### src/logic/icc_pkg.sv
// Constants for the input-check and channel configuration register block.
// Assumes a 20 MHz system clock and a 24-bit serial configuration frame.
package icc_pkg;
  // Register map
  localparam logic [6:0] ADDR_CONFIG = 7'h01;
  localparam logic [6:0] ADDR_ALARM = 7'h05;
  localparam logic [15:0] CONFIG_RESET = 16'h050E;
  localparam logic [15:0] CONFIG_WRITABLE = 16'h9FFE;
  // Configuration field positions
  localparam int BIT_IOTEST = 15;
  localparam int BIT_AUTOCLEAR = 12;
  localparam int BIT_ODD_PARITY = 11;
  localparam int BIT_WORD_PARITY = 10;
  localparam int BIT_FRAME_PARITY = 9;
  localparam int BIT_QUAD = 8;
  localparam int BIT_INVERT_A = 7;
  localparam int BIT_GAP_TWO = 3;
  localparam int BIT_GAP_ONE = 2;
  localparam int BIT_COLLISION = 1;
  // Alarm register field positions
  localparam int ALM_WORD_PARITY = 0;
  localparam int ALM_FRAME_PARITY = 1;
  localparam int ALM_PATTERN = 2;
  localparam int ALM_GAP_TWO = 3;
  localparam int ALM_GAP_ONE = 4;
  localparam int ALM_COLLISION = 5;
  localparam int ALARM_WIDTH = 6;
  localparam logic [5:0] ALARM_IFACE_MASK = 6'h07;
  // Serial frame layout
  localparam int SIF_FRAME_BITS = 24;
  localparam int SIF_HEADER_BITS = 8;
  localparam int SIF_RW_BIT = 23;
  // Good samples before automatic alarm clear
  localparam int GOOD_SAMPLES = 64;
  localparam logic [1:0] PAIRING_DUAL = 2'h3;
endpackage

### src/logic/icc_config_reg.sv
// Configuration register, input word checking and channel output control.
// Assumes serial pins are asynchronous to clk and run well below clk/4;
// data source, FIFO flags and neighbouring register fields share clk.
`timescale 1ns/1ps
// What this block does
// - Bit 15 set runs the input pattern-checker test.
// - Pattern test forces converter outputs off regardless of transmit enables.
// - Bit 12 set clears interface alarms after 64 good samples.
// - Without auto-clear, alarms stay until software clears them.
// - Bit 11 selects parity: 0 even, 1 odd.
// - Bit 10 set checks each word against the parity input pair.
// - Bit 9 set checks parity carried on the framing signal.
// - Bit 8 set gives quad mode; cleared with pairing 11 gives B,C only.
// - Bits 7 to 4 invert output data of channels A to D.
// - Bit 3 set enables the pointers-two-apart FIFO alarm.
// - Bit 2 set enables the pointers-one-apart FIFO alarm.
// - Bit 1 set enables the pointer collision FIFO alarm.
// - Bits 14, 13 and 0 are reserved, reset 0, kept 0.
// - Register at address 0x01, reset value 0x050E.
// - Collision alarm shuts outputs off when enabled and not masked.
module icc_config_reg #(
  parameter int DATA_W = 16,
  parameter logic [16*8-1:0] PATTERN = 128'h7A7A_B6B6_EAEA_4545_1A1A_1616_AAAA_C6C6
) (
  // Clock and reset
  input wire logic clk,
  input wire logic arst_n,
  // Serial configuration pins
  input wire logic sif_clk,
  input wire logic sif_enable_n,
  input wire logic sif_data_in,
  output logic sif_data_out,
  output logic sif_data_oe,
  // Checked input bus
  input wire logic sample_valid,
  input wire logic [DATA_W-1:0] sample_data,
  input wire logic parity_input_pair,
  input wire logic frame_in,
  // FIFO pointer distance flags
  input wire logic fifo_gap_two,
  input wire logic fifo_gap_one,
  input wire logic fifo_collision,
  // Fields of neighbouring registers and transmit enables
  input wire logic [1:0] channel_pairing_register,
  input wire logic collision_shutdown_enable,
  input wire logic collision_alarm_masked,
  input wire logic output_gone_masked,
  input wire logic tx_enable_pin,
  input wire logic sif_tx_enable,
  // Channel data path
  input wire logic [DATA_W-1:0] ch_a_in,
  input wire logic [DATA_W-1:0] ch_b_in,
  input wire logic [DATA_W-1:0] ch_c_in,
  input wire logic [DATA_W-1:0] ch_d_in,
  output logic [DATA_W-1:0] ch_a_out,
  output logic [DATA_W-1:0] ch_b_out,
  output logic [DATA_W-1:0] ch_c_out,
  output logic [DATA_W-1:0] ch_d_out,
  // Status
  output logic [3:0] channel_active,
  output logic outputs_enabled,
  output logic [5:0] alarms,
  output logic [15:0] config_value
);
  if (DATA_W != 16) $error("icc_config_reg supports 16-bit words only");

  typedef struct packed {
    logic [1:0] clk_sy;
    logic [1:0] en_sy;
    logic [1:0] din_sy;
    logic [1:0] txen_sy;
    logic clk_prev;
    logic [4:0] bit_cnt;
    logic [23:0] shift;
    logic [15:0] rd_shift;
    logic sdo;
    logic sdo_oe;
    logic [15:0] cfg;
    logic [5:0] alarm;
    logic [5:0] good_cnt;
    logic [2:0] pat_idx;
    logic shutdown;
    logic out_en;
    logic [3:0] active;
    logic [DATA_W-1:0] a_out;
    logic [DATA_W-1:0] b_out;
    logic [DATA_W-1:0] c_out;
    logic [DATA_W-1:0] d_out;
  } icc_state_t;

  icc_state_t st;
  icc_state_t next_st;

  // Register read decode, unmapped addresses read zero
  function automatic logic [15:0] read_value(input logic [6:0] addr, input icc_state_t s);
    logic [15:0] v;
    v = 16'h0000;
    if (addr == icc_pkg::ADDR_CONFIG)
      v = s.cfg;
    else if (addr == icc_pkg::ADDR_ALARM)
      v = {10'h000, s.alarm};
    return v;
  endfunction

  // Parity error for one carried bit against the odd/even select
  function automatic logic parity_bad(input logic [DATA_W-1:0] d, input logic p, input logic odd);
    return (^{d, p}) != odd;
  endfunction

  logic word_err;
  logic frame_err;
  logic pat_err;
  logic good;
  logic sclk_rise;
  logic sclk_fall;
  logic frame_done;
  logic is_read;
  logic [6:0] addr;
  logic [5:0] alarm_set;
  logic [15:0] wdata;
  logic dual;

  // Next state
  always_comb
  begin
    next_st = st;
    // Synchronisers: stage 0 feeds only stage 1
    next_st.clk_sy = {st.clk_sy[0], sif_clk};
    next_st.en_sy = {st.en_sy[0], sif_enable_n};
    next_st.din_sy = {st.din_sy[0], sif_data_in};
    next_st.txen_sy = {st.txen_sy[0], tx_enable_pin};
    next_st.clk_prev = st.clk_sy[1];
    sclk_rise = st.clk_sy[1] && !st.clk_prev;
    sclk_fall = !st.clk_sy[1] && st.clk_prev;
    frame_done = 1'b0;

    // Serial frame: R/W, 7-bit address, 16 data bits, MSB first on rising edges
    if (st.en_sy[1])
    begin
      next_st.bit_cnt = 5'h00;
      next_st.sdo_oe = 1'b0;
    end
    else
    begin
      if (sclk_rise && st.bit_cnt != 5'(icc_pkg::SIF_FRAME_BITS))
      begin
        next_st.shift = {st.shift[22:0], st.din_sy[1]};
        next_st.bit_cnt = st.bit_cnt + 5'h01;
      end
      if (st.bit_cnt == 5'(icc_pkg::SIF_HEADER_BITS)
          && st.shift[icc_pkg::SIF_HEADER_BITS - 1] && !st.sdo_oe)
      begin
        next_st.rd_shift = read_value({st.shift[6:0]}, st);
        next_st.sdo_oe = 1'b1;
      end
      // Read data leaves on falling edges so the host samples it on rising ones
      if (sclk_fall && st.sdo_oe)
      begin
        next_st.sdo = st.rd_shift[15];
        next_st.rd_shift = {st.rd_shift[14:0], 1'b0};
      end
      frame_done = sclk_rise && st.bit_cnt == 5'(icc_pkg::SIF_FRAME_BITS - 1);
    end
    // Frame fields include the bit shifted in on the final rise
    is_read = next_st.shift[icc_pkg::SIF_RW_BIT];
    addr = next_st.shift[22:16];
    wdata = next_st.shift[15:0];

    // Input word checks
    word_err = sample_valid && st.cfg[icc_pkg::BIT_WORD_PARITY]
      && parity_bad(sample_data, parity_input_pair, st.cfg[icc_pkg::BIT_ODD_PARITY]);
    frame_err = sample_valid && st.cfg[icc_pkg::BIT_FRAME_PARITY]
      && parity_bad(sample_data, frame_in, st.cfg[icc_pkg::BIT_ODD_PARITY]);
    pat_err = sample_valid && st.cfg[icc_pkg::BIT_IOTEST]
      && sample_data != PATTERN[(7 - (frame_in ? 3'h0 : st.pat_idx))*16 +: 16];
    good = sample_valid && !word_err && !frame_err && !pat_err;
    if (sample_valid)
      next_st.pat_idx = frame_in ? 3'h1 : st.pat_idx + 3'h1;

    alarm_set = 6'h00;
    alarm_set[icc_pkg::ALM_WORD_PARITY] = word_err;
    alarm_set[icc_pkg::ALM_FRAME_PARITY] = frame_err;
    alarm_set[icc_pkg::ALM_PATTERN] = pat_err;
    alarm_set[icc_pkg::ALM_GAP_TWO] = fifo_gap_two && st.cfg[icc_pkg::BIT_GAP_TWO];
    alarm_set[icc_pkg::ALM_GAP_ONE] = fifo_gap_one && st.cfg[icc_pkg::BIT_GAP_ONE];
    alarm_set[icc_pkg::ALM_COLLISION] = fifo_collision && st.cfg[icc_pkg::BIT_COLLISION];

    // Good-sample run counter; any bad sample restarts it
    if (!sample_valid)
      next_st.good_cnt = st.good_cnt;
    else if (!good)
      next_st.good_cnt = 6'h00;
    else
      next_st.good_cnt = st.good_cnt + 6'h01;

    // Sticky alarms: software writes 0 to clear; new events win over clears
    next_st.alarm = st.alarm;
    if (frame_done && !is_read && addr == icc_pkg::ADDR_ALARM)
      next_st.alarm = st.alarm & wdata[5:0];
    if (st.cfg[icc_pkg::BIT_AUTOCLEAR] && good
        && st.good_cnt == 6'(icc_pkg::GOOD_SAMPLES - 1))
      next_st.alarm = next_st.alarm & ~icc_pkg::ALARM_IFACE_MASK;
    next_st.alarm = next_st.alarm | alarm_set;

    // Configuration write, reserved bits forced to zero
    if (frame_done && !is_read && addr == icc_pkg::ADDR_CONFIG)
      next_st.cfg = wdata & icc_pkg::CONFIG_WRITABLE;

    // Collision shutdown follows the sticky collision alarm while enabled and neither mask is set
    next_st.shutdown = collision_shutdown_enable && !collision_alarm_masked
      && !output_gone_masked && st.alarm[icc_pkg::ALM_COLLISION];
    next_st.out_en = st.txen_sy[1] && sif_tx_enable && !st.shutdown
      && !st.cfg[icc_pkg::BIT_IOTEST];

    // Channel mode and per-channel inversion
    dual = !st.cfg[icc_pkg::BIT_QUAD] && channel_pairing_register == icc_pkg::PAIRING_DUAL;
    next_st.active = dual ? 4'h6 : 4'hF;
    next_st.a_out = dual ? '0 : (st.cfg[icc_pkg::BIT_INVERT_A] ? ~ch_a_in : ch_a_in);
    next_st.b_out = st.cfg[icc_pkg::BIT_INVERT_A - 1] ? ~ch_b_in : ch_b_in;
    next_st.c_out = st.cfg[icc_pkg::BIT_INVERT_A - 2] ? ~ch_c_in : ch_c_in;
    next_st.d_out = dual ? '0 : (st.cfg[icc_pkg::BIT_INVERT_A - 3] ? ~ch_d_in : ch_d_in);
  end

  // State register
  always_ff @(posedge clk or negedge arst_n)
  begin
    if (!arst_n)
    begin
      st <= '0;
      st.clk_sy <= 2'h0;
      st.en_sy <= 2'h3;
      st.cfg <= icc_pkg::CONFIG_RESET;
      st.active <= 4'hF;
    end
    else
      st <= next_st;
  end

  // Outputs straight from the state register
  assign sif_data_out = st.sdo;
  assign sif_data_oe = st.sdo_oe;
  assign ch_a_out = st.a_out;
  assign ch_b_out = st.b_out;
  assign ch_c_out = st.c_out;
  assign ch_d_out = st.d_out;
  assign channel_active = st.active;
  assign outputs_enabled = st.out_en;
  assign alarms = st.alarm;
  assign config_value = st.cfg;
endmodule

### config.mk
export PLATFORM = sky130hd
export DESIGN_NAME = icc_config_reg
export DESIGN_NICKNAME = d
export VERILOG_FILES = /design/src/logic/icc_pkg.sv /design/src/logic/icc_config_reg.sv
export SDC_FILE = /design/constraint.sdc
export NUM_CORES = 1
export LEC_CHECK = 0
export BUFFER_PORTS_ARGS = -buffer_cell sky130_fd_sc_hd__buf_2
export CORE_AREA = 5 5 120 122
export DETAILED_ROUTE_END_ITERATION = 7
export DIE_AREA = 0 0 125 127
export GPL_TIMING_DRIVEN = 0
export PLACE_DENSITY = 0.82
export SLEW_MARGIN = 0
export SYNTH_ARGS = -nofsm -noshare
export SYNTH_HDL_FRONTEND = slang
export SYNTH_SLANG_ARGS = --single-unit
### constraint.sdc
create_clock -name clk -period 7.5 [get_ports clk]
set_clock_uncertainty 0.1 [all_clocks]
set_input_delay 1.125 -clock clk [delete_from_list [all_inputs] [get_ports clk]]
set_output_delay 1.125 -clock clk [all_outputs]
set_load 0.01 [all_outputs]
**Yosys cells after proc, flatten, opt, wreduce, memory -nomap -nowiden**

Cells that the tools add are included.

- Bits in registers: 154
- Word-level logic and storage cells: 119
- Input bits: 98
- Output and inout port bits: 93

- Reduce and logical (&&, ||, !) cells: 51
- Bitwise operators: 7
- Multiplexer cells: 22
- Eq/ne operators: 12
- $add $sub $neg: 4
- Shifts and indexed selects: 1

Operators by type and width:

| operator | number |
|---|---|
| 16-bit two-way mux | 8 |
| 128-bit by 33-bit variable part select with 16-bit output (first input constant) | 1 |
| 16-bit NOT | 4 |
| 41-bit two-way mux | 1 |
| 17-bit XOR reduction | 2 |
| 1-bit logical AND | 31 |
| 29-bit two-way mux | 1 |
| 6-bit two-way mux | 3 |
| 17-bit two-way mux | 1 |
| 16-bit != test | 1 |
| 7-bit by 1-bit equality test with 1-bit output (second input constant) | 2 |
| 7-bit by 3-bit equality test with 1-bit output (second input constant) | 2 |
| 1-bit zero test | 12 |
| 3-bit two-way mux | 3 |
| 6-bit by 1-bit adder with 6-bit output (second input constant) | 1 |
| 6-bit AND | 1 |
| 6-bit equality test (second input constant) | 1 |
| 6-bit OR | 1 |
| 2-bit AND reduction | 3 |
| 2-bit nonzero test | 3 |
| 5-bit by 1-bit adder with 5-bit output (second input constant) | 1 |
| 5-bit by 4-bit equality test with 1-bit output (second input constant) | 1 |
| 5-bit equality test (second input constant) | 1 |
| 5-bit two-way mux | 1 |
| 8 further kinds | 11 |

**Longest topological paths before layout**

- Depth after elaboration: 12
- Mapped depth: 10
- Mapped depth without buffers: 9

**Least setup slack after synthesis**

Ideal clock, no wire load.

- Path type: input to register
- Start: in frame_in
- End: reg st, in the netlist alarms[1]
- Stages: 9
- Path buffers: 1
- Library setup time: 0.121 ns
- Data arrival time: 2.959 ns
- Data required time: 7.279 ns
- Slack: 4.320 ns
- Path through: buf_4 -> nor2b_1 -> ha_1 -> mux2i_1 -> mux2i_1 -> o41a_1 -> a211oi_4 -> and3b_1 -> o21ai_1

RTL lines:

| item | line | text |
|---|---|---|
| from (decl) | icc_config_reg.sv:38 | `input wire logic frame_in,` |
| to (signal assigned) | icc_config_reg.sv:236 | `st <= next_st;` |
| to (decl) | icc_config_reg.sv:91 | `icc_state_t st;` |

==> impl_metrics.py <==
metrics = {
    "cts": {
        "htreeDepth": 4,
        "clkTransAtPathRegs_ns": 0.06,
        "clk-insertion-delay-late_ns": 0.41,
        "root_buffer": "clkbuf_16",
        "clock-sinks": 151,
        "numCtsBuffers": 17,
        "clock_path_buffers": 2,
        "cts_tree": "built",
        "postCtsSetupBuffers": 0,
        "cts_resized": 0,
        "hold_buffers": 0,
    },
    "placement": {
        "place_congestion": 0.794,
        "dp_hpwl_mm": 10.8,
        "port_buffers": 184,
    },
    "layout": {
        "fill_cells": 975,
        "fin_nets": 922,
        "final_util_pct": 67.2,
        "syn2layout_area_growth_pct": 24.5,
        "n_antenna_cell": 0,
        "drive_above_1_share_pct": 43.3,
    },
    "synth": {
        "synth_common_cells": "dfrtp_1, buf_4, nor2_1, xnor2_1, mux2_2",
        "syn_inst": 612,
        "ys_seq_elements": 151,
        "synth.top_cell.area_share_pct": 50.6,
        "synth_edf_count": 0,
        "synth.top_cells.by_area": "dfrtp_1, buf_4, mux2_2, xnor2_1, xor2_1",
        "ys_async_sr_fraction_pct": 100,
        "ys_types": 49,
        "yosysSeqAreaShare_pct": 53.6,
        "synth_area_leader_cell": "dfrtp_1",
        "ys.flop_type": "dfrtp_1",
        "synth.most_common_cell": "dfrtp_1",
        "yosys_warnings": 0,
        "syn_area_mm2": 0.00707,
        "syn_avg_cell_area_um2": 11.5,
    },
    "flow_run": {
        "cap_violations": 0,
    },
    "worst_setup_path": {
        "r2r-start": "st[143]$_DFFE_PN0P_",
        "cp-end-kind": "flip-flop",
        "worstPathMaxFanout": 9,
        "critPathKind": "input port to flip-flop",
        "required_ns": 7.69,
        "reg2reg_slack_ns": 4.59,
        "r2r_end": "config_value[11]$_DFFE_PN0P_",
        "cp-start-kind": "input port",
        "rr_worst_depth": 10,
        "crit_arrival_ns": 3.16,
    },
    "hold_path": {
        "worstHoldPathCells": 0,
        "min_from": "next_st[152]$_DFF_PN0_",
        "hold-path-endpoint": "st[152]$_DFF_PN0_",
        "min_path_type": "flip-flop to flip-flop",
    },
    "routing": {
        "drc": 0,
        "drtAntennaViolNets": 0,
        "drt-pass1-iter-count": 4,
        "via_count": 4868,
        "drt-initial-drc-count": 218,
        "routed_wl_mm": 14.5,
        "wire_per_inst_um": 14.4,
        "vias_per_cell": 4.83,
    },
    "global_routing": {
        "grt_pass1_vias": 4958,
        "antenna_found_initial": 0,
        "grt_max_degree": 84,
        "gr-total-overflow": 0,
        "grt_pass1_wl_mm": 24.0,
        "track_usage_pct": 18.6,
    },
    "timing": {
        "slew_violations": 0,
        "setup_tns_ns": 0,
        "finalHoldViolations": 0,
        "tightest_slew_ns": 0.986,
        "setup_viol": 0,
        "timing.final.crit_share_pct": 39.6,
        "max_slew_margin_pct": 33.7,
        "fin_crit_ns": 2.97,
        "rsz0062_at_grt": "no",
        "fmax_ghz": 0.337,
    },
    "floorplan": {
        "coreArea_mm2": 0.0131,
        "num_io_pins": 191,
        "rows": 42,
        "dieArea_mm2": 0.0159,
        "initial_utilization_pct": 54.0,
        "chipWidth_um": 125,
        "fp.dieH_um": 127,
    },
    "power_and_ir_drop": {
        "vdd_ir_drop_max_mv": 0.134,
        "power_leakage_nw": 4.45,
        "power_density_mw_per_mm2": 224,
    },
    "run_status": {
        "outcome": "finished clean",
    },
}
## metal layers
metal	vias to the layer above	GRT usage (%)	wire length (um)
li1	2341	-	-
met1	2324	23.5	6120
met2	180	31.8	7260
met3	23	4.51	929
met4	0	5.99	204
met5	-	0	0
## cells by family after synthesis
| family | share of synthesized area [%] |
|---|---|
| xor+xnor | 11.1 |
| simple gates | 8.98 |
| mux | 8.04 |
| flops | 53.6 |
| other cells | 0.106 |
| buf+inv | 11.8 |
| compound gates | 5.54 |
| fa+ha+maj | 0.885 |
## worst max-delay path, stage by stage
cell	delay [ns]
buf_4	0.15
nor2b_1	0.22
ha_1	0.27
mux2i_1	0.17
mux2i_1	0.10
o41a_1	0.43
a211oi_4	0.36
and3b_1	0.24
o21ai_1	0.08
## cell type report
cell class | instances | area, um^2 | area share [%]
flip-flops and latches | 151 | 3790 | 43.1
multi-input cells | 334 | 2460 | 27.9
repair buffers | 185 | 955 | 10.9
plain buffers | 114 | 771 | 8.76
clock buffers | 18 | 429 | 4.88
well taps | 176 | 220 | 2.50
clock inverters | 14 | 118 | 1.34
inverters | 16 | 60.1 | 0.683
## report_power, final
group,internal (mW),switching [mW]
clock,0.432,0.345
sequential,0.869,0.0335
combinational,0.149,0.143
total,1.45,0.522
## worst max-delay path by stage
stage                         from                     to  slack (ns)  cells after the start
after global routing      frame_in     st[76]$_DFFE_PN0P_        4.38                      9
after global placement      arst_n  ch_b_out[1]$_DFF_PN0_        3.04                      1
final                     frame_in    alarms[1]$_DFF_PN0_        4.53                      9
after detailed placement  frame_in     st[75]$_DFFE_PN0P_        4.09                      9
after CTS                 frame_in     st[76]$_DFFE_PN0P_        4.53                      9
after floorplan           frame_in    alarms[1]$_DFF_PN0_        4.32                      9
## layout by cell type (no fill, tap or decap), drive strengths merged, types with 6 or more instances in the layout
cell	netlist	layout
dfstp	8	8
dfrtp	143	143
nand3	6	6
mux2i	14	14
nor2	64	64
nor3	11	11
inv	16	22
a22oi	8	8
a21oi	23	23
clkbuf	22	40
xnor2	43	43
nand2	15	15
nand2b	7	7
o21ai	13	13
xor2	35	35
clkinv	0	6
mux2	38	38
buf	92	277
## flip-flops by register name (all words and copies together) (netlist names)
register / count
alarms: 6
ch_a_out: 16
ch_b_out: 16
ch_c_out: 16
ch_d_out: 16
channel_active: 1
config_value: 13
next_st: 5
outputs_enabled: 1
sif_data_oe: 1
sif_data_out: 1
st: 59
## metrics by stage
stage | worst slack [ns] | instance area (um^2) | hold slack [ns] | power, mW | cells
6_report | 4.53 | 8800 | 0.255 | 1.97 | 1008
5_1_grt | 4.38 | 8800 | 0.265 | 2.06 | 1008
4_1_cts | 4.53 | 8800 | 0.257 | 1.99 | 1008
3_5_place_dp | 4.09 | 8250 | 0.243 | 1.21 | 976
3_3_place_gp | 3.04 | 8220 | 0.234 | 1.20 | 975
2_1_floorplan | 4.32 | 7080 | 0.231 | 1.10 | 615
(Power assumes the default switching activity.)
